--- src/common/dtc_pkg.sv ---
// Shared constants, register map and carrier types of the DRAM timing configuration block.
package dtc_pkg;
    localparam int unsigned ADDR_W = 32;
    localparam int unsigned DATA_W = 16;
    localparam int unsigned PRE_W = 12;

    localparam logic [ADDR_W-1:0] DMA_WAIT_ADDR = 32'hffff8626;
    localparam logic [ADDR_W-1:0] DRAM_CTRL_ADDR = 32'hffff862a;
    localparam logic [ADDR_W-1:0] RTCS_ADDR = 32'hffff862c;
    localparam logic [ADDR_W-1:0] REFRESH_CNT_ADDR = 32'hffff862e;
    localparam logic [ADDR_W-1:0] REFRESH_CONST_ADDR = 32'hffff8630;
    localparam logic [ADDR_W-1:0] EVT_STATUS_ADDR = 32'hffff8640;
    localparam logic [ADDR_W-1:0] EVT_MASK_ADDR = 32'hffff8642;

    localparam logic [DATA_W-1:0] DMA_WAIT_MASK = 16'h003f;
    localparam logic [DATA_W-1:0] DRAM_CTRL_MASK = 16'hffb7;
    localparam logic [DATA_W-1:0] RTCS_MASK = 16'h007f;
    localparam logic [DATA_W-1:0] DMA_WAIT_RST = 16'h000f;
    localparam logic [DATA_W-1:0] DRAM_CTRL_RST = 16'h0000;
    localparam logic [DATA_W-1:0] RTCS_RST = 16'h0000;
    localparam logic [DATA_W-1:0] ZERO_WORD = 16'h0000;

    localparam int unsigned DDW_LSB = 4;
    localparam int unsigned DSW_LSB = 0;
    localparam int unsigned TPC_BIT = 15;
    localparam int unsigned RCD_BIT = 14;
    localparam int unsigned REFRESH_ROW_ASSERT_LEN_LSB = 12;
    localparam int unsigned DWW_LSB = 10;
    localparam int unsigned DWR_LSB = 8;
    localparam int unsigned DIW_BIT = 7;
    localparam int unsigned BE_BIT = 5;
    localparam int unsigned ROW_STROBE_HOLD_MODE_BIT = 4;
    localparam int unsigned SZ_BIT = 2;
    localparam int unsigned AMX_LSB = 0;
    localparam int unsigned CMF_BIT = 6;
    localparam int unsigned MATCH_IRQ_ENABLE_BIT = 5;
    localparam int unsigned CKS_LSB = 2;
    localparam int unsigned REFRESH_ENABLE_BIT = 1;
    localparam int unsigned RMD_BIT = 0;

    localparam int unsigned EVT_W = 2;
    localparam int unsigned EVT_MATCH = 0;
    localparam int unsigned EVT_WRAP = 1;

    localparam logic [2:0] BASE_ACCESS_CYCLES = 3'h2;
    localparam logic [1:0] EXT_WAIT_MIN_CODE = 2'h2;
    localparam logic [3:0] PRECHARGE_SHORT_HALVES = 4'h3;
    localparam logic [3:0] PRECHARGE_LONG_HALVES = 4'h5;
    localparam logic [1:0] ROW_COL_SHORT_CYCLES = 2'h1;
    localparam logic [1:0] ROW_COL_LONG_CYCLES = 2'h2;
    localparam logic [3:0] REFRESH_ROW_ASSERT_LEN_BASE_HALVES = 4'h5;
    localparam logic [1:0] IDLE_CYCLES_ON = 2'h1;
    localparam logic [1:0] IDLE_CYCLES_OFF = 2'h0;
    localparam logic [DATA_W-1:0] CNT_ONE = 16'h0001;

    typedef enum logic [0:0] {
        DTC_CLR_IDLE = 1'b0,
        DTC_CLR_ARMED = 1'b1
    } dtc_clr_e;

    typedef struct packed {
        logic [ADDR_W-1:0] addr;
        logic [DATA_W-1:0] wdata;
        logic wr;
        logic rd;
    } dtc_bus_s;

    typedef struct packed {
        logic [2:0] read_cycles;
        logic read_ext_wait;
        logic [2:0] write_cycles;
        logic write_ext_wait;
        logic [2:0] dma_dram_cycles;
        logic dma_dram_ext_wait;
        logic [3:0] dma_cs_waits;
        logic dma_cs_ext_wait;
        logic [3:0] precharge_halves;
        logic [1:0] row_col_cycles;
        logic [3:0] refresh_ras_halves;
        logic [1:0] idle_cycles;
        logic page_burst;
        logic row_hold;
        logic width_word;
        logic [1:0] addr_mux;
        logic refresh_enable;
        logic refresh_kind;
    } dtc_timing_s;
endpackage

--- src/design/dtc_wait_decode.sv ---
// Decoder from a two-bit DRAM wait code to access length and external wait enable.
`timescale 1ns/10ps
module dtc_wait_decode
    import dtc_pkg::*;
(
    input wire logic [1:0] code,
    output logic [2:0] cycles,
    output logic ext_wait
);
    // The two shorter settings are fixed length; only the longer two honour external wait.
    always_comb
    begin
        cycles = BASE_ACCESS_CYCLES + {1'b0, code};
        ext_wait = (code >= EXT_WAIT_MIN_CODE);
    end
endmodule

--- src/design/dtc_prescaler.sv ---
// Refresh counter clock prescaler producing a one-cycle count enable.
`timescale 1ns/10ps
module dtc_prescaler
    import dtc_pkg::*;
(
    input wire logic ref_clk,
    input wire logic rst_n,
    input wire logic [2:0] sel,
    output logic tick
);
    logic [PRE_W-1:0] div;
    logic [PRE_W-1:0] next_div;
    logic next_tick;

    function automatic logic [PRE_W-1:0] div_mask(input logic [2:0] s);
        case (s)
            3'h1: div_mask = 12'h001;
            3'h2: div_mask = 12'h007;
            3'h3: div_mask = 12'h01f;
            3'h4: div_mask = 12'h07f;
            3'h5: div_mask = 12'h1ff;
            3'h6: div_mask = 12'h7ff;
            3'h7: div_mask = 12'hfff;
            default: div_mask = 12'h000;
        endcase
    endfunction

    // The divider runs free, so a change of ratio may shorten the first period after it.
    always_comb
    begin
        next_div = div + 12'h001;
        next_tick = (sel != 3'h0) && ((div & div_mask(sel)) == div_mask(sel));
    end

    always_ff @(posedge ref_clk or negedge rst_n)
    begin
        if (!rst_n)
        begin
            div <= 12'h000;
            tick <= 1'b0;
        end
        else
        begin
            div <= next_div;
            tick <= next_tick;
        end
    end
endmodule

--- src/design/dtc_top.sv ---
// DRAM timing configuration registers, refresh timer and interrupt logic.
`timescale 1ns/10ps
module dtc_top
    import dtc_pkg::*;
(
    input wire logic ref_clk,
    input wire logic rst_n,
    input wire dtc_bus_s bus,
    output logic [DATA_W-1:0] rd_data,
    output dtc_timing_s timing,
    output logic refresh_req,
    output logic irq
);
    logic [DATA_W-1:0] dma_single_wait_ctrl;
    logic [DATA_W-1:0] dram_area_ctrl;
    logic [DATA_W-1:0] refresh_timer_ctrl_status;
    logic [DATA_W-1:0] refresh_counter;
    logic [DATA_W-1:0] refresh_constant;
    logic [EVT_W-1:0] evt_status;
    logic [EVT_W-1:0] evt_mask;
    logic touched;
    logic match_q;
    dtc_clr_e clr_state;

    logic [DATA_W-1:0] next_dma_single_wait_ctrl;
    logic [DATA_W-1:0] next_dram_area_ctrl;
    logic [DATA_W-1:0] next_refresh_timer_ctrl_status;
    logic [DATA_W-1:0] next_refresh_counter;
    logic [DATA_W-1:0] next_refresh_constant;
    logic [EVT_W-1:0] next_evt_status;
    logic [EVT_W-1:0] next_evt_mask;
    logic next_touched;
    logic next_match_q;
    dtc_clr_e next_clr_state;
    logic [DATA_W-1:0] next_rd_data;
    dtc_timing_s next_timing;
    logic next_refresh_req;
    logic next_irq;

    logic tick;
    logic match_now;
    logic match_rise;
    logic wrap_evt;
    logic flag_clear;
    logic [2:0] rd_cycles;
    logic rd_ext;
    logic [2:0] wr_cycles;
    logic wr_ext;
    logic [2:0] dma_cycles;
    logic dma_ext;
    logic flag_irq;
    logic evt_irq;

    function automatic logic hit(input dtc_bus_s b, input logic [ADDR_W-1:0] a);
        hit = (b.addr == a);
    endfunction

    dtc_prescaler u_prescaler (
        .ref_clk(ref_clk),
        .rst_n(rst_n),
        .sel(refresh_timer_ctrl_status[CKS_LSB+:3]),
        .tick(tick)
    );

    dtc_wait_decode u_read_wait (
        .code(dram_area_ctrl[DWR_LSB+:2]),
        .cycles(rd_cycles),
        .ext_wait(rd_ext)
    );

    dtc_wait_decode u_write_wait (
        .code(dram_area_ctrl[DWW_LSB+:2]),
        .cycles(wr_cycles),
        .ext_wait(wr_ext)
    );

    dtc_wait_decode u_dma_wait (
        .code(dma_single_wait_ctrl[DDW_LSB+:2]),
        .cycles(dma_cycles),
        .ext_wait(dma_ext)
    );

    // Register file, refresh counter and flag handling.
    always_comb
    begin
        next_dma_single_wait_ctrl = dma_single_wait_ctrl;
        next_dram_area_ctrl = dram_area_ctrl;
        next_refresh_timer_ctrl_status = refresh_timer_ctrl_status;
        next_refresh_counter = refresh_counter;
        next_refresh_constant = refresh_constant;
        next_evt_mask = evt_mask;
        next_touched = touched;
        next_clr_state = clr_state;

        // Untouched zero registers compare equal, so the match is qualified.
        match_now = touched && (refresh_counter == refresh_constant);
        match_rise = match_now && !match_q;
        next_match_q = match_now;
        wrap_evt = 1'b0;

        if (tick)
        begin
            next_touched = 1'b1;
            if (match_now)
            begin
                next_refresh_counter = ZERO_WORD;
            end
            else
            begin
                next_refresh_counter = refresh_counter + CNT_ONE;
                wrap_evt = (refresh_counter == ~ZERO_WORD);
            end
        end

        flag_clear = 1'b0;
        if (bus.rd && hit(bus, RTCS_ADDR) && refresh_timer_ctrl_status[CMF_BIT])
        begin
            next_clr_state = DTC_CLR_ARMED;
        end

        if (bus.wr)
        begin
            if (hit(bus, DMA_WAIT_ADDR))
            begin
                next_dma_single_wait_ctrl = bus.wdata & DMA_WAIT_MASK;
            end
            if (hit(bus, DRAM_CTRL_ADDR))
            begin
                next_dram_area_ctrl = bus.wdata & DRAM_CTRL_MASK;
            end
            if (hit(bus, RTCS_ADDR))
            begin
                // The flag itself cannot be written to one; besides a match, only the clear sequence touches it.
                next_refresh_timer_ctrl_status = (bus.wdata & RTCS_MASK)
                    | (refresh_timer_ctrl_status & (CNT_ONE << CMF_BIT));
                next_refresh_timer_ctrl_status[CMF_BIT] = refresh_timer_ctrl_status[CMF_BIT];
                if (!bus.wdata[CMF_BIT] && (clr_state == DTC_CLR_ARMED))
                begin
                    flag_clear = 1'b1;
                end
                next_clr_state = DTC_CLR_IDLE;
            end
            if (hit(bus, REFRESH_CNT_ADDR))
            begin
                next_refresh_counter = bus.wdata;
                next_touched = 1'b1;
            end
            if (hit(bus, REFRESH_CONST_ADDR))
            begin
                next_refresh_constant = bus.wdata;
                next_touched = 1'b1;
            end
            if (hit(bus, EVT_MASK_ADDR))
            begin
                next_evt_mask = bus.wdata[EVT_W-1:0];
            end
        end

        // A match in the clearing cycle keeps the flag set.
        if (flag_clear)
        begin
            next_refresh_timer_ctrl_status[CMF_BIT] = 1'b0;
        end
        if (match_rise)
        begin
            next_refresh_timer_ctrl_status[CMF_BIT] = 1'b1;
        end

        next_evt_status = evt_status;
        if (bus.rd && hit(bus, EVT_STATUS_ADDR))
        begin
            next_evt_status = '0;
        end
        next_evt_status[EVT_MATCH] = next_evt_status[EVT_MATCH] | match_rise;
        next_evt_status[EVT_WRAP] = next_evt_status[EVT_WRAP] | wrap_evt;
    end

    // The interrupt follows the next flag state so its flop moves with the flags; the refresh request uses the match edge and the current enable bit.
    always_comb
    begin
        flag_irq = next_refresh_timer_ctrl_status[CMF_BIT]
            && next_refresh_timer_ctrl_status[MATCH_IRQ_ENABLE_BIT];
        evt_irq = (next_evt_status & next_evt_mask) != '0;
        next_refresh_req = match_rise && refresh_timer_ctrl_status[REFRESH_ENABLE_BIT];
        next_irq = flag_irq || evt_irq;
    end

    // Read mux; unmapped addresses and reserved bits answer zero.
    always_comb
    begin
        next_rd_data = ZERO_WORD;
        if (bus.rd)
        begin
            if (hit(bus, DMA_WAIT_ADDR))
            begin
                next_rd_data = dma_single_wait_ctrl & DMA_WAIT_MASK;
            end
            else if (hit(bus, DRAM_CTRL_ADDR))
            begin
                next_rd_data = dram_area_ctrl & DRAM_CTRL_MASK;
            end
            else if (hit(bus, RTCS_ADDR))
            begin
                next_rd_data = refresh_timer_ctrl_status & RTCS_MASK;
            end
            else if (hit(bus, REFRESH_CNT_ADDR))
            begin
                next_rd_data = refresh_counter;
            end
            else if (hit(bus, REFRESH_CONST_ADDR))
            begin
                next_rd_data = refresh_constant;
            end
            else if (hit(bus, EVT_STATUS_ADDR))
            begin
                next_rd_data = {{(DATA_W-EVT_W){1'b0}}, evt_status};
            end
            else if (hit(bus, EVT_MASK_ADDR))
            begin
                next_rd_data = {{(DATA_W-EVT_W){1'b0}}, evt_mask};
            end
            else
            begin
                next_rd_data = ZERO_WORD;
            end
        end
    end

    // Timing view handed to the access sequencer.
    always_comb
    begin
        next_timing.read_cycles = rd_cycles;
        next_timing.read_ext_wait = rd_ext;
        next_timing.write_cycles = wr_cycles;
        next_timing.write_ext_wait = wr_ext;
        next_timing.dma_dram_cycles = dma_cycles;
        next_timing.dma_dram_ext_wait = dma_ext;
        next_timing.dma_cs_waits = dma_single_wait_ctrl[DSW_LSB+:4];
        next_timing.dma_cs_ext_wait = (dma_single_wait_ctrl[DSW_LSB+:4] != 4'h0);
        // Half-cycle units keep the odd figures exact.
        next_timing.precharge_halves = dram_area_ctrl[TPC_BIT] ? PRECHARGE_LONG_HALVES
            : PRECHARGE_SHORT_HALVES;
        next_timing.row_col_cycles = dram_area_ctrl[RCD_BIT] ? ROW_COL_LONG_CYCLES
            : ROW_COL_SHORT_CYCLES;
        next_timing.refresh_ras_halves = REFRESH_ROW_ASSERT_LEN_BASE_HALVES
            + {1'b0, dram_area_ctrl[REFRESH_ROW_ASSERT_LEN_LSB+:2], 1'b0};
        next_timing.idle_cycles = dram_area_ctrl[DIW_BIT] ? IDLE_CYCLES_ON
            : IDLE_CYCLES_OFF;
        next_timing.page_burst = dram_area_ctrl[BE_BIT];
        next_timing.row_hold = dram_area_ctrl[ROW_STROBE_HOLD_MODE_BIT];
        next_timing.width_word = dram_area_ctrl[SZ_BIT];
        next_timing.addr_mux = dram_area_ctrl[AMX_LSB+:2];
        next_timing.refresh_enable = refresh_timer_ctrl_status[REFRESH_ENABLE_BIT];
        next_timing.refresh_kind = refresh_timer_ctrl_status[RMD_BIT];
    end

    // Register file state.
    always_ff @(posedge ref_clk or negedge rst_n)
    begin
        if (!rst_n)
        begin
            dma_single_wait_ctrl <= DMA_WAIT_RST;
            dram_area_ctrl <= DRAM_CTRL_RST;
            refresh_timer_ctrl_status <= RTCS_RST;
            refresh_counter <= ZERO_WORD;
            refresh_constant <= ZERO_WORD;
            evt_status <= '0;
            evt_mask <= '0;
            touched <= 1'b0;
            match_q <= 1'b0;
            clr_state <= DTC_CLR_IDLE;
        end
        else
        begin
            dma_single_wait_ctrl <= next_dma_single_wait_ctrl;
            dram_area_ctrl <= next_dram_area_ctrl;
            refresh_timer_ctrl_status <= next_refresh_timer_ctrl_status;
            refresh_counter <= next_refresh_counter;
            refresh_constant <= next_refresh_constant;
            evt_status <= next_evt_status;
            evt_mask <= next_evt_mask;
            touched <= next_touched;
            match_q <= next_match_q;
            clr_state <= next_clr_state;
        end
    end

    // Request outputs.
    always_ff @(posedge ref_clk or negedge rst_n)
    begin
        if (!rst_n)
        begin
            refresh_req <= 1'b0;
            irq <= 1'b0;
        end
        else
        begin
            refresh_req <= next_refresh_req;
            irq <= next_irq;
        end
    end

    // Read data stands only in the cycle after the read strobe.
    always_ff @(posedge ref_clk or negedge rst_n)
    begin
        if (!rst_n)
        begin
            rd_data <= ZERO_WORD;
        end
        else
        begin
            rd_data <= next_rd_data;
        end
    end

    // The timing view trails the registers by one edge so the sequencer never sees a torn word.
    always_ff @(posedge ref_clk or negedge rst_n)
    begin
        if (!rst_n)
        begin
            timing <= '0;
        end
        else
        begin
            timing <= next_timing;
        end
    end
endmodule

--- config.mk ---
export PLATFORM = sky130hd
export DESIGN_NAME = dtc_top
export DESIGN_NICKNAME = d
export VERILOG_FILES = /design/src/common/dtc_pkg.sv /design/src/design/dtc_wait_decode.sv /design/src/design/dtc_prescaler.sv /design/src/design/dtc_top.sv
export SDC_FILE = /design/constraint.sdc
export NUM_CORES = 1
export LEC_CHECK = 0
export BUFFER_PORTS_ARGS = -buffer_cell sky130_fd_sc_hd__buf_4
export CORE_ASPECT_RATIO = 0.5
export CORE_UTILIZATION = 40
export DETAILED_ROUTE_END_ITERATION = 10
export GPL_TIMING_DRIVEN = 0
export PLACE_DENSITY = 0.62
export RECOVER_POWER = 25
export SYNTH_ARGS = -nofsm -noshare
export SYNTH_HDL_FRONTEND = slang
export SYNTH_HIERARCHICAL = 1
export SYNTH_SLANG_ARGS = --single-unit
--- constraint.sdc ---
create_clock -name ref_clk -period 2.3 [get_ports ref_clk]
set_input_delay 0.345 -clock ref_clk [delete_from_list [all_inputs] [get_ports ref_clk]]
set_output_delay 0.345 -clock ref_clk [all_outputs]
set_load 0.005 [all_outputs]
# Word-level counts from Yosys, hierarchy flattened

Cells that the tools add are included.
W data, S select, Z words.

Register bits after elaboration: 131
Input bits: 52
Word-level logic and storage cells: 119

Add/sub/neg operators: 6
Order comparisons: 3
Equal/unequal tests: 17
Mux-type cells: 35
Bitwise operators: 5
Reductions and logical operators: 19

Operator list:

| kind                    | number |
|---|---|
| $eq A32 B32 Y1 const B  | 7 |
| $mux W16                | 10 |
| $pmux W12 S7            | 1 |
| $add A16 B1 Y16 const B | 1 |
| $eq A16 B16 Y1          | 1 |
| $eq A16 B16 Y1 const B  | 1 |
| $mux W1                 | 15 |
| $add A12 B1 Y12 const B | 1 |
| $and A12 B12 Y12        | 1 |
| $eq A12 B12 Y1          | 1 |
| $eq A3 B3 Y1 const B    | 4 |
| $mux W2                 | 6 |
| $mux W6                 | 2 |
| $add A2 B2 Y3 const A   | 3 |
| $logic_and A1 B1 Y1     | 9 |
| $reduce_and A2 Y1       | 4 |
| $eq A3 B2 Y1 const B    | 2 |
| $ge A2 B2 Y1 const B    | 3 |
| $or A6 B1 Y6 const B    | 1 |
| $add A3 B3 Y4 const A   | 1 |
| $reduce_bool A4 Y1      | 1 |
| $eq A3 B1 Y1 const B    | 1 |
| $mux W3                 | 1 |
| $reduce_bool A3 Y1      | 1 |
| other kinds (5)         | 7 |

# Depth between registers and ports, before layout

Gate-level depths: netlist of the first run.

Depth in word-level cells: 9
Depth in mapped cells: 9
Depth with buffers taken out: 7

# Hierarchy

The synthesis of the first run kept the hierarchy.

By module, submodules not included:

| module          | times used | cells each | area each (um^2) |
|---|---|---|---|
| dtc_top         | 1          | 408        | 4,981.0 |
| dtc_prescaler   | 1          | 51         | 606.8 |
| dtc_wait_decode | 3          | 4          | 22.5 |

# Worst setup path before layout of the first run

Ideal clock, no wire load.

Path kind: input -> register
Start: input port bus[44] (netlist bit)
End: register irq
Arrival time: 2.301 ns
Path slack: -0.127 ns
Cell stages on the path: 7
Cell sequence: nand4_1 or4_1 buf_4 or4_4 mux2_4 a21boi_1 a221o_1

Elaborated cells on any way between the ends: 19
Those cells by class: 3 x eq/ne; 9 x mux; 3 x bitwise; 4 x reduce/logical

RTL lines:

| element              | line           | RTL |
|---|---|---|
| start, declared      | dtc_top.sv:8   | `input wire dtc_bus_s bus,` |
| $eq A32 B32 Y1       | dtc_top.sv:55  | `hit = (b.addr == a);` |
| $mux W2              | dtc_top.sv:153 | `if (hit(bus, EVT_MASK_ADDR))` |
| $mux W2              | dtc_top.sv:121 | `if (bus.wr)` |
| via next_evt_mask[0] | dtc_top.sv:31  | `logic [EVT_W-1:0] next_evt_mask;` |
| $and A2 B2 Y2        | dtc_top.sv:183 | `evt_irq = (next_evt_status & next_evt_mask) != '0;` |
| $reduce_bool A2 Y1   | dtc_top.sv:183 |  |
| $logic_or A1 B1 Y1   | dtc_top.sv:185 | `next_irq = flag_irq \|\| evt_irq;` |
| via next_irq         | dtc_top.sv:38  | `logic next_irq;` |
| end signal, assigned | dtc_top.sv:299 | `irq <= next_irq;` |
| end, declared        | dtc_top.sv:12  | `output logic irq` |

The timed path passes the listed nets, and every way through them passes these cells.
A chain may end at the register's enable or synchronous reset.

# Final worst setup path of the first run

Start: register refresh_counter[0]
End: register irq

Cells in the longest elaborated chain, start to end: 8
Elaborated cells on any way between the ends: 13
Those cells by class: 2 x eq/ne; 3 x mux; 3 x bitwise; 5 x reduce/logical

RTL lines:

| element                | line           | RTL |
|---|---|---|
| start, declared        | dtc_top.sv:17  | `logic [DATA_W-1:0] refresh_counter;` |
| start signal, assigned | dtc_top.sv:278 | `refresh_counter <= next_refresh_counter;` |
| $eq A16 B16 Y1         | dtc_top.sv:96  | `match_now = touched && (refresh_counter == refresh_constant);` |
| $logic_and A1 B1 Y1    | dtc_top.sv:96  |  |
| $mux W1 (*)            | dtc_top.sv:104 | `if (match_now)` |
| $mux W1 (*)            | dtc_top.sv:101 | `if (tick)` |
| $or A1 B1 Y1 (*)       | dtc_top.sv:175 | `next_evt_status[EVT_WRAP] = next_evt_status[EVT_WRAP] \| wrap_evt;` |
| via next_evt_status[1] | dtc_top.sv:30  | `logic [EVT_W-1:0] next_evt_status;` |
| $and A2 B2 Y2 (*)      | dtc_top.sv:183 |  |
| $reduce_bool A2 Y1 (*) | dtc_top.sv:183 |  |
| $logic_or A1 B1 Y1 (*) | dtc_top.sv:185 |  |
| via next_irq           | dtc_top.sv:38  |  |

Mark *: on every way through the listed nets, which the timed path passes. The rest lies on a longest branch.

==> impl_metrics.xml, run 1 <==
<?xml version="1.0" encoding="UTF-8"?>
<metrics>
  <group name="cells_and_area">
    <metric name="design.final.nets" unit="">653</metric>
    <metric name="nFillCells" unit="">1200</metric>
    <metric name="finish.instance_area" unit="um2">7400</metric>
    <metric name="areaGrowthSynthToFinish" unit="%">30.8</metric>
    <metric name="finish.cell_count_without_fillers" unit="">803</metric>
    <metric name="insertedDiodeCount" unit="">0</metric>
    <metric name="drive_gt1_share" unit="%">36.8</metric>
  </group>
  <group name="floorplanning">
    <metric name="fp.dieH" unit="um">86.1</metric>
    <metric name="start_util" unit="%">41.4</metric>
    <metric name="boundaryPins" unit="">106</metric>
    <metric name="die-width" unit="um">170</metric>
    <metric name="die-area" unit="um2">14600</metric>
    <metric name="placeableCoreArea" unit="um2">13700</metric>
    <metric name="rows" unit="">30</metric>
  </group>
  <group name="power">
    <metric name="power.leakage" unit="nW">3.51</metric>
    <metric name="comb_power_share" unit="%">3.5</metric>
    <metric name="p_total" unit="mW">5.08</metric>
    <metric name="switching_share" unit="%">21.0</metric>
    <metric name="power.sequential.fraction" unit="%">45.1</metric>
    <metric name="ir_worst_vdd" unit="V">0.000498</metric>
    <metric name="cell_internal_pwr" unit="mW">4.01</metric>
    <metric name="power_switching" unit="mW">1.07</metric>
    <metric name="powerDensity" unit="nW/um2">687</metric>
    <metric name="clockPowerShare" unit="%">51.4</metric>
  </group>
  <group name="route">
    <metric name="first_pass_iters" unit="">5</metric>
    <metric name="drtAntennaViolNets" unit="">0</metric>
    <metric name="via_count" unit="">4139</metric>
    <metric name="remaining_drc_errors" unit="">0</metric>
    <metric name="route.detailed.vias_per_inst" unit="">5.15</metric>
    <metric name="route.final.wire_length" unit="um">13600</metric>
    <metric name="dr.first_iter.drc_count" unit="">257</metric>
    <metric name="post_drt_wl_per_cell" unit="um">16.9</metric>
  </group>
  <group name="grt">
    <metric name="first_global_vias" unit="">4196</metric>
    <metric name="grt_max_degree" unit="">88</metric>
    <metric name="grt_overflow" unit="">0</metric>
    <metric name="track_usage" unit="%">19.6</metric>
    <metric name="initial_antenna_violation_count" unit="">0</metric>
    <metric name="global_route_wire_length_before_repair" unit="um">21800</metric>
  </group>
  <group name="sta">
    <metric name="fmax" unit="MHz">433</metric>
    <metric name="worst-slew-pin-transition" unit="ns">1.13</metric>
    <metric name="final_period_minus_worst_setup_slack" unit="ns">2.31</metric>
    <metric name="unrepaired_setup_endpoints_after_global_routing" unit="">yes</metric>
    <metric name="smallest_setup_slack_after_layout" unit="ns">-0.00848</metric>
    <metric name="count_of_endpoints_failing_hold_in_the_final_timing_report" unit="">0</metric>
    <metric name="finalSetupViolations" unit="">1</metric>
    <metric name="min_period_over_period" unit="%">100</metric>
    <metric name="timing_max_transition_violations_final" unit="">0</metric>
    <metric name="slew-limit-headroom" unit="%">24.9</metric>
    <metric name="final_clock_skew" unit="ns">0.00900</metric>
  </group>
  <group name="clock_network">
    <metric name="cts_tree" unit="">done</metric>
    <metric name="cts_buffer_depth" unit="">2</metric>
    <metric name="cts_buffers" unit="">17</metric>
    <metric name="clock_sink_count" unit="">130</metric>
    <metric name="clk_pin_slew" unit="ns">0.06</metric>
    <metric name="cts_root_buf" unit="">sky130_fd_sc_hd__clkbuf_16</metric>
    <metric name="htreeDepth" unit="">4</metric>
    <metric name="clock_insertion_delay_worst_skew" unit="ns">0.41</metric>
  </group>
  <group name="yosys">
    <metric name="synth_most_common_cell" unit="">sky130_fd_sc_hd__dfrtp_1</metric>
    <metric name="synthDominantAreaCellType" unit="">sky130_fd_sc_hd__dfrtp_1</metric>
    <metric name="synthesis.yosys.warnings" unit="">6</metric>
    <metric name="seq_area_frac_synth" unit="%">57.6</metric>
    <metric name="ys_seq_elements" unit="">130</metric>
    <metric name="synth-async-reset-ratio" unit="%">100</metric>
    <metric name="synthDistinctLibCells" unit="">63</metric>
    <metric name="synth_top_area_cells" unit="">sky130_fd_sc_hd__dfrtp_1, sky130_fd_sc_hd__mux2_2, sky130_fd_sc_hd__xor2_1</metric>
    <metric name="yosys-top-cells-count" unit="">sky130_fd_sc_hd__dfrtp_1, sky130_fd_sc_hd__nand2_1, sky130_fd_sc_hd__mux2_2, sky130_fd_sc_hd__nor2_1, sky130_fd_sc_hd__o21ai_0</metric>
    <metric name="synth-main-ff-cell" unit="">sky130_fd_sc_hd__dfrtp_1</metric>
    <metric name="synth_area" unit="um2">5660</metric>
    <metric name="synthesis.area_per_instance" unit="um2">12.0</metric>
    <metric name="post_synth_inst_count" unit="">471</metric>
    <metric name="synth_enable_flop_cells" unit="">0</metric>
    <metric name="synthDominantCellAreaShare" unit="%">55.8</metric>
  </group>
  <group name="worst_setup_path">
    <metric name="timing.critical_path.fanout_max" unit="">4</metric>
    <metric name="critPathLaunchType" unit="">register</metric>
    <metric name="cp.arrival" unit="ns">2.60</metric>
    <metric name="criticalPathCategory" unit="">reg -&gt; reg</metric>
    <metric name="worstReg2RegStart" unit="">refresh_counter[0]</metric>
    <metric name="setup.worst_path.start" unit="">refresh_counter[0]</metric>
    <metric name="crit_path_end_kind" unit="">register</metric>
    <metric name="worstPathRequired" unit="ns">2.59</metric>
  </group>
  <group name="place">
    <metric name="place.gp.congestion" unit="">0.845</metric>
    <metric name="place_area" unit="um2">6700</metric>
    <metric name="port-buffer-count" unit="">102</metric>
    <metric name="post-dp-hpwl" unit="um">9080</metric>
    <metric name="place_inst" unit="">767</metric>
  </group>
  <group name="min_path">
    <metric name="min_from" unit="">bus[16]</metric>
    <metric name="worst_hold_path_type" unit="">in -&gt; reg</metric>
  </group>
  <group name="job">
    <metric name="maxCapViolCount" unit="">0</metric>
  </group>
  <group name="outcome">
    <metric name="run_status" unit="">finished, violations left</metric>
    <metric name="violations" unit="">negative setup slack</metric>
  </group>
</metrics>
-- worst max-delay path, stage by stage (launching register included) --
cell and delay (ns):
sky130_fd_sc_hd__dfrtp_2 0.43, sky130_fd_sc_hd__xor2_1 0.21, sky130_fd_sc_hd__nor4_2 0.32, sky130_fd_sc_hd__nand4b_1 0.19, sky130_fd_sc_hd__or4_4 0.49, sky130_fd_sc_hd__a22o_1 0.23, sky130_fd_sc_hd__a221o_1 0.32
-- final cells by class --
cell class                 instances  area, um2  share of cell area, %
tap                              192        240                   3.25
multi-input combinational        302       2270                   30.6
inverter                          13       48.8                  0.660
buffer                            24        143                   1.93
sequential                       130       3260                   44.1
clock inverter                     9        108                   1.45
timing repair buffer             111        866                   11.7
clock buffer                      22        464                   6.28
-- per-stage QoR --
step           setup slack (ns)  util, %  setup TNS, ns  hold WS, ns
2_1_floorplan           -0.0361        -         -0.387       0.0494
3_5_place_dp             -0.877     49.1         -47.57        0.297
6_report               -0.00848     54.1       -0.00848        0.163
3_3_place_gp             -0.855     48.8         -47.36        0.386
4_1_cts                  0.0167     53.9              0        0.163
5_1_grt                  -0.110     54.1         -0.772        0.180
-- registers in the layout (all words and copies together), names as in the netlist, 6 cells and up --
signal and cells:
refresh_counter 16, timing 33, u_prescaler/div 12, refresh_constant 16, dram_area_ctrl 14, refresh_timer_ctrl_status 7, dma_single_wait_ctrl 6, rd_data 16
-- routing by layer --
layer	track usage, %	up-vias	wire, um
met2	29.4	119	6040
met1	28.0	2057	6600
met5	0	-	0
met3	4.66	19	720
li1	-	1944	-
met4	6.31	0	210
-- cells in the final DEF, fill, tap and decap left out, types with 3 or more instances in the layout --
cell type and n:
sky130_fd_sc_hd__nor3_1 3, sky130_fd_sc_hd__nand4b_1 4, sky130_fd_sc_hd__a222oi_1 12, sky130_fd_sc_hd__nand3b_1 4
sky130_fd_sc_hd__and4_1 5, sky130_fd_sc_hd__inv_1 13, sky130_fd_sc_hd__nor2_1 25, sky130_fd_sc_hd__clkbuf_16 17
sky130_fd_sc_hd__clkbuf_2 4, sky130_fd_sc_hd__dfstp_1 4, sky130_fd_sc_hd__nand3_1 11, sky130_fd_sc_hd__buf_2 3
sky130_fd_sc_hd__clkbuf_4 6, sky130_fd_sc_hd__o21ai_0 23, sky130_fd_sc_hd__nor2b_1 6, sky130_fd_sc_hd__buf_4 111
sky130_fd_sc_hd__xor2_1 23, sky130_fd_sc_hd__nand2_2 4, sky130_fd_sc_hd__nand2_1 45, sky130_fd_sc_hd__dfrtp_1 124
sky130_fd_sc_hd__a21oi_1 3, sky130_fd_sc_hd__nand4_1 10, sky130_fd_sc_hd__mux2_2 45, sky130_fd_sc_hd__clkbuf_1 9
sky130_fd_sc_hd__xnor2_1 16, sky130_fd_sc_hd__a31oi_1 6, sky130_fd_sc_hd__clkinv_2 3, sky130_fd_sc_hd__conb_1 3
-- cells by family (layout without fill, tap and decap cells) --
family,count (synthesis),after routing,synth area share [%]
AND/OR/NAND/NOR,143,143,14.1
XOR/XNOR,39,39,6.04
adder cells (fa/ha/maj),2,2,0.442
flip-flops,130,130,57.6
multiplexers,49,49,9.78
AO/OA/AOI/OAI,66,66,8.50
buffers and inverters,40,179,3.41
other,2,3,0.133
-- path summary, 6_finish.rpt --
path	end	slack, ns	depth (start not counted)
worst max-delay path	irq	-0.008	6
worst min-delay path	refresh_counter[14]	0.16	3
worst max register to register	irq	-0.008	6
worst min register to register	timing[5]	0.40	0
max in group asynchronous	dma_single_wait_ctrl[1]	0.60	3
min in group asynchronous	timing[35]	0.70	2
-- repair_timing --
| item | in CTS | in global routing |
|---|---|---|
| buffers inserted | 5 | 2 |
| cloned | 0 | 0 |
| hold endpoints to repair | 43 | 0 |
| pin swaps | 2 | 0 |
| hold buffers | 1 | 0 |
| gates resized for setup | 10 | 9 |
| endpoints found under the setup margin | 56 | 43 |
-- power by group through the flow --
stage	clock network (mW)	logic, mW	registers [mW]
floorplan	0	0.0308	2.33
global placement	0	0.172	2.33
detailed placement	0	0.181	2.33
CTS	2.65	0.184	2.29
global route	2.76	0.201	2.29
finish	2.61	0.179	2.29
Power figures use the tool's default switching activity.
==> run 2, diff against run 1 <==
--- a/config.mk
+++ b/config.mk
@@ -7,10 +7,10 @@
 export LEC_CHECK = 0
 export BUFFER_PORTS_ARGS = -buffer_cell sky130_fd_sc_hd__buf_4
 export CORE_ASPECT_RATIO = 0.5
-export CORE_UTILIZATION = 40
+export CORE_UTILIZATION = 25
 export DETAILED_ROUTE_END_ITERATION = 10
 export GPL_TIMING_DRIVEN = 0
-export PLACE_DENSITY = 0.62
+export PLACE_DENSITY = 0.41
 export RECOVER_POWER = 25
 export SYNTH_ARGS = -nofsm -noshare
 export SYNTH_HDL_FRONTEND = slang
==> constraint.sdc (replaced) <==
create_clock -name ref_clk -period 2.8 [get_ports ref_clk]
set_input_delay 0.42 -clock ref_clk [delete_from_list [all_inputs] [get_ports ref_clk]]
set_output_delay 0.42 -clock ref_clk [all_outputs]
set_load 0.005 [all_outputs]
==> impl_metrics.xml, run 2 (synthesis gave the netlist of run 1 again) <==
<?xml version="1.0" encoding="UTF-8"?>
<metrics>
  <group name="worst_setup_path">
    <metric name="cp.arrival" unit="ns">2.90</metric>
    <metric name="timing.critical_path.fanout_max" unit="">7</metric>
    <metric name="crit_path_end_kind" unit="">register</metric>
    <metric name="cp.buffers_inverters" unit="">1</metric>
    <metric name="crit_slowest_cell" unit="">sky130_fd_sc_hd__or4_1</metric>
    <metric name="cpPeakStageDelay" unit="ns">0.55</metric>
    <metric name="worstPathRequired" unit="ns">3.09</metric>
    <metric name="criticalPathCategory" unit="">reg -&gt; reg</metric>
    <metric name="cpLargestDelayFamily" unit="">simple AND/OR/NAND/NOR gates</metric>
    <metric name="critPathLaunchType" unit="">register</metric>
    <metric name="rr_worst_depth" unit="">7</metric>
    <metric name="path_cells" unit="">xor2_1 -&gt; nor4_1 -&gt; nand4b_1 -&gt; or4_1 -&gt; clkbuf_1 -&gt; a22o_1 -&gt; a221o_1</metric>
    <metric name="critical_path_depth" unit="">7</metric>
  </group>
  <group name="cells_and_area">
    <metric name="largest_register_ff_count" unit="">33</metric>
    <metric name="mostFrequentLayoutCell" unit="">sky130_fd_sc_hd__dfrtp_1</metric>
    <metric name="mostFrequentLayoutCells" unit="">sky130_fd_sc_hd__dfrtp_1, sky130_fd_sc_hd__buf_4, sky130_fd_sc_hd__nand2_1, sky130_fd_sc_hd__mux2_2, sky130_fd_sc_hd__nor2_1</metric>
    <metric name="nFillCells" unit="">2184</metric>
    <metric name="insertedDiodeCount" unit="">0</metric>
    <metric name="most_flop_heavy_register" unit="">timing</metric>
    <metric name="areaGrowthSynthToFinish" unit="%">31.7</metric>
    <metric name="finish.cell_count_without_fillers" unit="">910</metric>
    <metric name="drive_gt1_share" unit="%">34.8</metric>
    <metric name="design.final.nets" unit="">651</metric>
  </group>
  <group name="grt">
    <metric name="initial_antenna_violation_count" unit="">0</metric>
    <metric name="first_global_vias" unit="">4302</metric>
    <metric name="track_usage" unit="%">14.2</metric>
    <metric name="grt_max_degree" unit="">92</metric>
    <metric name="global_route_wire_length_before_repair" unit="um">24900</metric>
    <metric name="grt_overflow" unit="">0</metric>
  </group>
  <group name="clock_network">
    <metric name="cts_buffers" unit="">17</metric>
    <metric name="cts_tree" unit="">done</metric>
    <metric name="clock_insertion_delay_worst_skew" unit="ns">0.42</metric>
    <metric name="cts_root_buf" unit="">sky130_fd_sc_hd__clkbuf_16</metric>
    <metric name="htreeDepth" unit="">4</metric>
    <metric name="cts_buffer_depth" unit="">2</metric>
    <metric name="clk_pin_slew" unit="ns">0.06</metric>
    <metric name="clock_sink_count" unit="">130</metric>
  </group>
  <group name="sta">
    <metric name="min_period_over_period" unit="%">93.1</metric>
    <metric name="timing_max_transition_violations_final" unit="">0</metric>
    <metric name="final_clock_skew" unit="ns">0.0157</metric>
    <metric name="smallest_setup_slack_after_layout" unit="ns">0.193</metric>
    <metric name="unrepaired_setup_endpoints_after_global_routing" unit="">no</metric>
    <metric name="slew-limit-headroom" unit="%">30.9</metric>
    <metric name="count_of_endpoints_failing_hold_in_the_final_timing_report" unit="">0</metric>
    <metric name="fmax" unit="MHz">384</metric>
    <metric name="final_period_minus_worst_setup_slack" unit="ns">2.61</metric>
    <metric name="worst-slew-pin-transition" unit="ns">1.04</metric>
    <metric name="timing.setup.tns" unit="ns">0</metric>
    <metric name="finalSetupViolations" unit="">0</metric>
  </group>
  <group name="floorplanning">
    <metric name="start_util" unit="%">25.8</metric>
    <metric name="die-width" unit="um">215</metric>
    <metric name="boundaryPins" unit="">106</metric>
    <metric name="rows" unit="">38</metric>
    <metric name="placeableCoreArea" unit="um2">21900</metric>
    <metric name="fp.dieH" unit="um">108</metric>
    <metric name="die-area" unit="um2">23300</metric>
  </group>
  <group name="place">
    <metric name="place_inst" unit="">875</metric>
    <metric name="port-buffer-count" unit="">102</metric>
    <metric name="dpl_worst_slack" unit="ns">-0.618</metric>
    <metric name="post-dp-hpwl" unit="um">10800</metric>
    <metric name="place.gp.congestion" unit="">0.780</metric>
  </group>
  <group name="power">
    <metric name="powerDensity" unit="nW/um2">574</metric>
    <metric name="power.leakage" unit="nW">3.48</metric>
    <metric name="ir_worst_vdd" unit="V">0.000343</metric>
  </group>
  <group name="job">
    <metric name="maxCapViolCount" unit="">0</metric>
  </group>
  <group name="route">
    <metric name="dr.first_iter.drc_count" unit="">286</metric>
    <metric name="drtAntennaViolNets" unit="">0</metric>
    <metric name="first_pass_iters" unit="">5</metric>
    <metric name="remaining_drc_errors" unit="">0</metric>
    <metric name="route.final.wire_length" unit="um">15700</metric>
    <metric name="post_drt_wl_per_cell" unit="um">17.3</metric>
    <metric name="via_count" unit="">4135</metric>
    <metric name="route.detailed.vias_per_inst" unit="">4.54</metric>
  </group>
  <group name="outcome">
    <metric name="run_status" unit="">finished, final reports clean</metric>
  </group>
  <group name="min_path">
    <metric name="hold_depth" unit="">3</metric>
    <metric name="worst_hold_path_type" unit="">in -&gt; reg</metric>
  </group>
</metrics>
## run 2: stage by stage
step	util, %	instance area [um2]	total power, mW	hold WS [ns]
after CTS	34.0	7460	4.34	0.219
after detailed placement	31.2	6830	2.07	0.361
final	34.0	7450	4.28	0.232
after global placement	31.0	6800	2.06	0.389
after global routing	34.0	7450	4.45	0.222
after floorplan	-	5660	1.94	0.124
## run 2: worst paths after layout
check / slack [ns] / start / end
min reg2reg: 0.40 / dram_area_ctrl[1] / timing[3]
max in group asynchronous: 1.06 / rst_n / dma_single_wait_ctrl[2]
max: 0.19 / refresh_counter[0] / irq
min: 0.23 / bus[12] / refresh_counter[10]
max reg2reg: 0.19 / refresh_counter[0] / irq
min in group asynchronous: 0.72 / rst_n / timing[32]
## run 2: metal layers
layer / GRT usage [%] / part of all wire [%] / wire, um
met1: 19.9 / 50 / 7790
met2: 21.7 / 45 / 7110
met3: 3.29 / 3.8 / 596
met4: 4.34 / 1.3 / 207
met5: 0 / 0 / 0
## run 2: report_power, final
part	switching [mW]	internal [mW]
combinational	0.0863	0.0640
clock	0.894	1.35
sequential	0.000310	1.88
total	0.980	3.30
## run 2: final cells by class
cell class / count / area, um2 / area share (%)
flip-flops and latches: 130 / 3260 / 43.7
multi-input cells: 302 / 2210 / 29.7
repair buffers: 106 / 816 / 11.0
clock buffers: 19 / 443 / 5.95
well taps: 300 / 375 / 5.04
clock inverters: 13 / 150 / 2.02
plain buffers: 27 / 145 / 1.95
inverters: 13 / 48.8 / 0.655
## run 2: worst register-to-register path: cells and delay by family, from the launching register on
kind	cells	cell delay, ns
compound gates	2	0.59
flops	1	0.46
xor+xnor	1	0.24
simple gates	3	1.01
buf+inv	1	0.22
## run 2: what timing repair did
action	in CTS	in global routing
resized for setup	3	2
setup buffers	2	0
pin swaps	1	0
setup endpoints to repair	39	12
endpoints found under the hold margin	39	0
hold buffers	1	0
==> run 3, diff against run 2 <==
--- a/config.mk
+++ b/config.mk
@@ -6,6 +6,7 @@
 export NUM_CORES = 1
 export LEC_CHECK = 0
 export BUFFER_PORTS_ARGS = -buffer_cell sky130_fd_sc_hd__buf_4
+export CAP_MARGIN = 20
 export CORE_ASPECT_RATIO = 0.5
 export CORE_UTILIZATION = 25
 export DETAILED_ROUTE_END_ITERATION = 10
==> constraint.sdc (replaced) <==
create_clock -name ref_clk -period 2.73 [get_ports ref_clk]
set_input_delay 0.4095 -clock ref_clk [delete_from_list [all_inputs] [get_ports ref_clk]]
set_output_delay 0.4095 -clock ref_clk [all_outputs]
set_load 0.005 [all_outputs]
==> impl_metrics.xml, run 3 (synthesis gave the netlist of run 1 again) <==
<?xml version="1.0" encoding="UTF-8"?>
<metrics>
  <group name="outcome">
    <metric name="run_status" unit="">finished, final reports clean</metric>
  </group>
  <group name="worst_setup_path">
    <metric name="timing.critical_path.fanout_max" unit="">7</metric>
    <metric name="criticalPathCategory" unit="">reg -&gt; reg</metric>
    <metric name="critPathLaunchType" unit="">register</metric>
    <metric name="crit_path_end_kind" unit="">register</metric>
    <metric name="cp.arrival" unit="ns">2.90</metric>
    <metric name="worstPathRequired" unit="ns">3.02</metric>
    <metric name="rr_worst_depth" unit="">7</metric>
  </group>
  <group name="cells_and_area">
    <metric name="drive_gt1_share" unit="%">35.1</metric>
    <metric name="finish.instance_area" unit="um2">7460</metric>
    <metric name="design.final.nets" unit="">651</metric>
    <metric name="mostFrequentLayoutCells" unit="">sky130_fd_sc_hd__dfrtp_1, sky130_fd_sc_hd__buf_4, sky130_fd_sc_hd__mux2_2, sky130_fd_sc_hd__nand2_1, sky130_fd_sc_hd__nor2_1</metric>
    <metric name="areaGrowthSynthToFinish" unit="%">31.8</metric>
    <metric name="insertedDiodeCount" unit="">0</metric>
    <metric name="mostFrequentLayoutCell" unit="">sky130_fd_sc_hd__dfrtp_1</metric>
    <metric name="largest_register_ff_count" unit="">33</metric>
    <metric name="nFillCells" unit="">2183</metric>
    <metric name="most_flop_heavy_register" unit="">timing</metric>
  </group>
  <group name="floorplanning">
    <metric name="die-width" unit="um">215</metric>
    <metric name="rows" unit="">38</metric>
    <metric name="placeableCoreArea" unit="um2">21900</metric>
    <metric name="die-area" unit="um2">23300</metric>
    <metric name="start_util" unit="%">25.8</metric>
    <metric name="fp.dieH" unit="um">108</metric>
    <metric name="boundaryPins" unit="">106</metric>
  </group>
  <group name="sta">
    <metric name="count_of_endpoints_failing_hold_in_the_final_timing_report" unit="">0</metric>
    <metric name="min_period_over_period" unit="%">95.6</metric>
    <metric name="timing_max_transition_violations_final" unit="">0</metric>
    <metric name="fmax" unit="MHz">383</metric>
    <metric name="slew-limit-headroom" unit="%">30.9</metric>
    <metric name="final_clock_skew" unit="ns">0.0156</metric>
    <metric name="finalSetupViolations" unit="">0</metric>
    <metric name="unrepaired_setup_endpoints_after_global_routing" unit="">yes</metric>
    <metric name="final_period_minus_worst_setup_slack" unit="ns">2.61</metric>
    <metric name="worst-slew-pin-transition" unit="ns">1.04</metric>
    <metric name="timing.setup.tns" unit="ns">0</metric>
    <metric name="holdWs" unit="ns">0.222</metric>
  </group>
  <group name="clock_network">
    <metric name="cts_buffer_depth" unit="">2</metric>
    <metric name="cts_tree" unit="">done</metric>
    <metric name="clock_insertion_delay_worst_skew" unit="ns">0.42</metric>
    <metric name="cts_root_buf" unit="">sky130_fd_sc_hd__clkbuf_16</metric>
    <metric name="cts_buffers" unit="">17</metric>
    <metric name="htreeDepth" unit="">4</metric>
    <metric name="clk_pin_slew" unit="ns">0.06</metric>
    <metric name="clock_sink_count" unit="">130</metric>
  </group>
  <group name="route">
    <metric name="via_count" unit="">4130</metric>
    <metric name="post_drt_wl_per_cell" unit="um">17.2</metric>
    <metric name="remaining_drc_errors" unit="">0</metric>
    <metric name="drt-met1-wl" unit="um">7790</metric>
    <metric name="route.detailed.vias_per_inst" unit="">4.54</metric>
    <metric name="route.met3.wl" unit="um">621</metric>
    <metric name="first_pass_iters" unit="">5</metric>
    <metric name="route.final.wire_length" unit="um">15700</metric>
    <metric name="dr.first_iter.drc_count" unit="">281</metric>
    <metric name="wl_met2" unit="um">7080</metric>
    <metric name="routed.top_layer" unit="">met4</metric>
    <metric name="drtAntennaViolNets" unit="">0</metric>
  </group>
  <group name="job">
    <metric name="maxCapViolCount" unit="">0</metric>
  </group>
  <group name="min_path">
    <metric name="hold_depth" unit="">3</metric>
    <metric name="worst_hold_path_type" unit="">in -&gt; reg</metric>
  </group>
  <group name="power">
    <metric name="ir_worst_vdd" unit="V">0.000352</metric>
    <metric name="powerDensity" unit="nW/um2">588</metric>
    <metric name="power.leakage" unit="nW">3.48</metric>
  </group>
  <group name="place">
    <metric name="place_area" unit="um2">6830</metric>
    <metric name="post-dp-hpwl" unit="um">10800</metric>
    <metric name="port-buffer-count" unit="">102</metric>
    <metric name="place.gp.congestion" unit="">0.780</metric>
  </group>
  <group name="grt">
    <metric name="grt_overflow" unit="">0</metric>
    <metric name="first_global_vias" unit="">4302</metric>
    <metric name="track_usage" unit="%">14.2</metric>
    <metric name="global_route_wire_length_before_repair" unit="um">24900</metric>
    <metric name="grt_max_degree" unit="">92</metric>
    <metric name="initial_antenna_violation_count" unit="">0</metric>
  </group>
</metrics>
## run 3: cell count changes in the layout (fill, tap and decap cells not counted), sizes merged
cell / previous run / this run
buf: 113 / 112
clkbuf: 38 / 39
## run 3: metrics by stage
step / util (%) / worst slack [ns] / power [mW] / instances
floorplan: - / 0.239 / 1.99 / 472
global placement: 31.0 / -0.620 / 2.11 / 874
detailed placement: 31.2 / -0.678 / 2.12 / 875
CTS: 34.0 / 0.0749 / 4.45 / 910
global route: 34.0 / -0.0113 / 4.57 / 910
finish: 34.0 / 0.119 / 4.39 / 910
## run 3: path summary, 6_finish.rpt
kind | end | start | slack [ns]
setup reg to reg | irq | refresh_counter[0] | 0.12
max in group asynchronous | dma_single_wait_ctrl[2] | rst_n | 1.01
hold reg to reg | timing[3] | dram_area_ctrl[1] | 0.40
hold / removal | refresh_counter[10] | bus[12] | 0.22
setup / recovery | irq | refresh_counter[0] | 0.12
min in group asynchronous | timing[32] | rst_n | 0.71
## run 3: layout make-up
type	instances	area, um2	area share (%)
multi-input cells	302	2220	29.7
clock buffers	19	443	5.94
plain buffers	27	148	1.98
repair buffers	106	816	10.9
inverters	13	48.8	0.654
well taps	300	375	5.03
clock inverters	13	150	2.01
flip-flops and latches	130	3260	43.7
## run 3: timing repair
item	in CTS	in global routing
pin swaps	1	0
setup buffers	2	0
gates cloned	0	0
endpoints found under the hold margin	39	0
setup endpoints to repair	43	23
gates resized for setup	3	5
hold buffers	1	0
## run 3: worst max-delay path, cell delays in order, from the launching register on
cell and delay (ns):
sky130_fd_sc_hd__dfrtp_1 0.46, sky130_fd_sc_hd__xor2_1 0.24, sky130_fd_sc_hd__nor4_1 0.30, sky130_fd_sc_hd__nand4b_1 0.16, sky130_fd_sc_hd__or4_1 0.55, sky130_fd_sc_hd__clkbuf_1 0.22
sky130_fd_sc_hd__a22o_1 0.25, sky130_fd_sc_hd__a221o_1 0.33
## run 3: report_power, final
group | internal (mW) | total, mW | leakage, nW | switching, mW
registers | 1.93 | 1.93 | 1.73 | 0.000318
logic | 0.0658 | 0.154 | 1.46 | 0.0883
clock network | 1.39 | 2.30 | 0.291 | 0.916
total | 3.38 | 4.39 | 3.48 | 1.00
## run 3: routing by layer
layer  track usage, %  vias to the layer above
met5                0                        -
met4             4.34                        0
met3             3.29                       17
met2             21.7                       84
met1             19.9                     2087
li1                 -                     1942
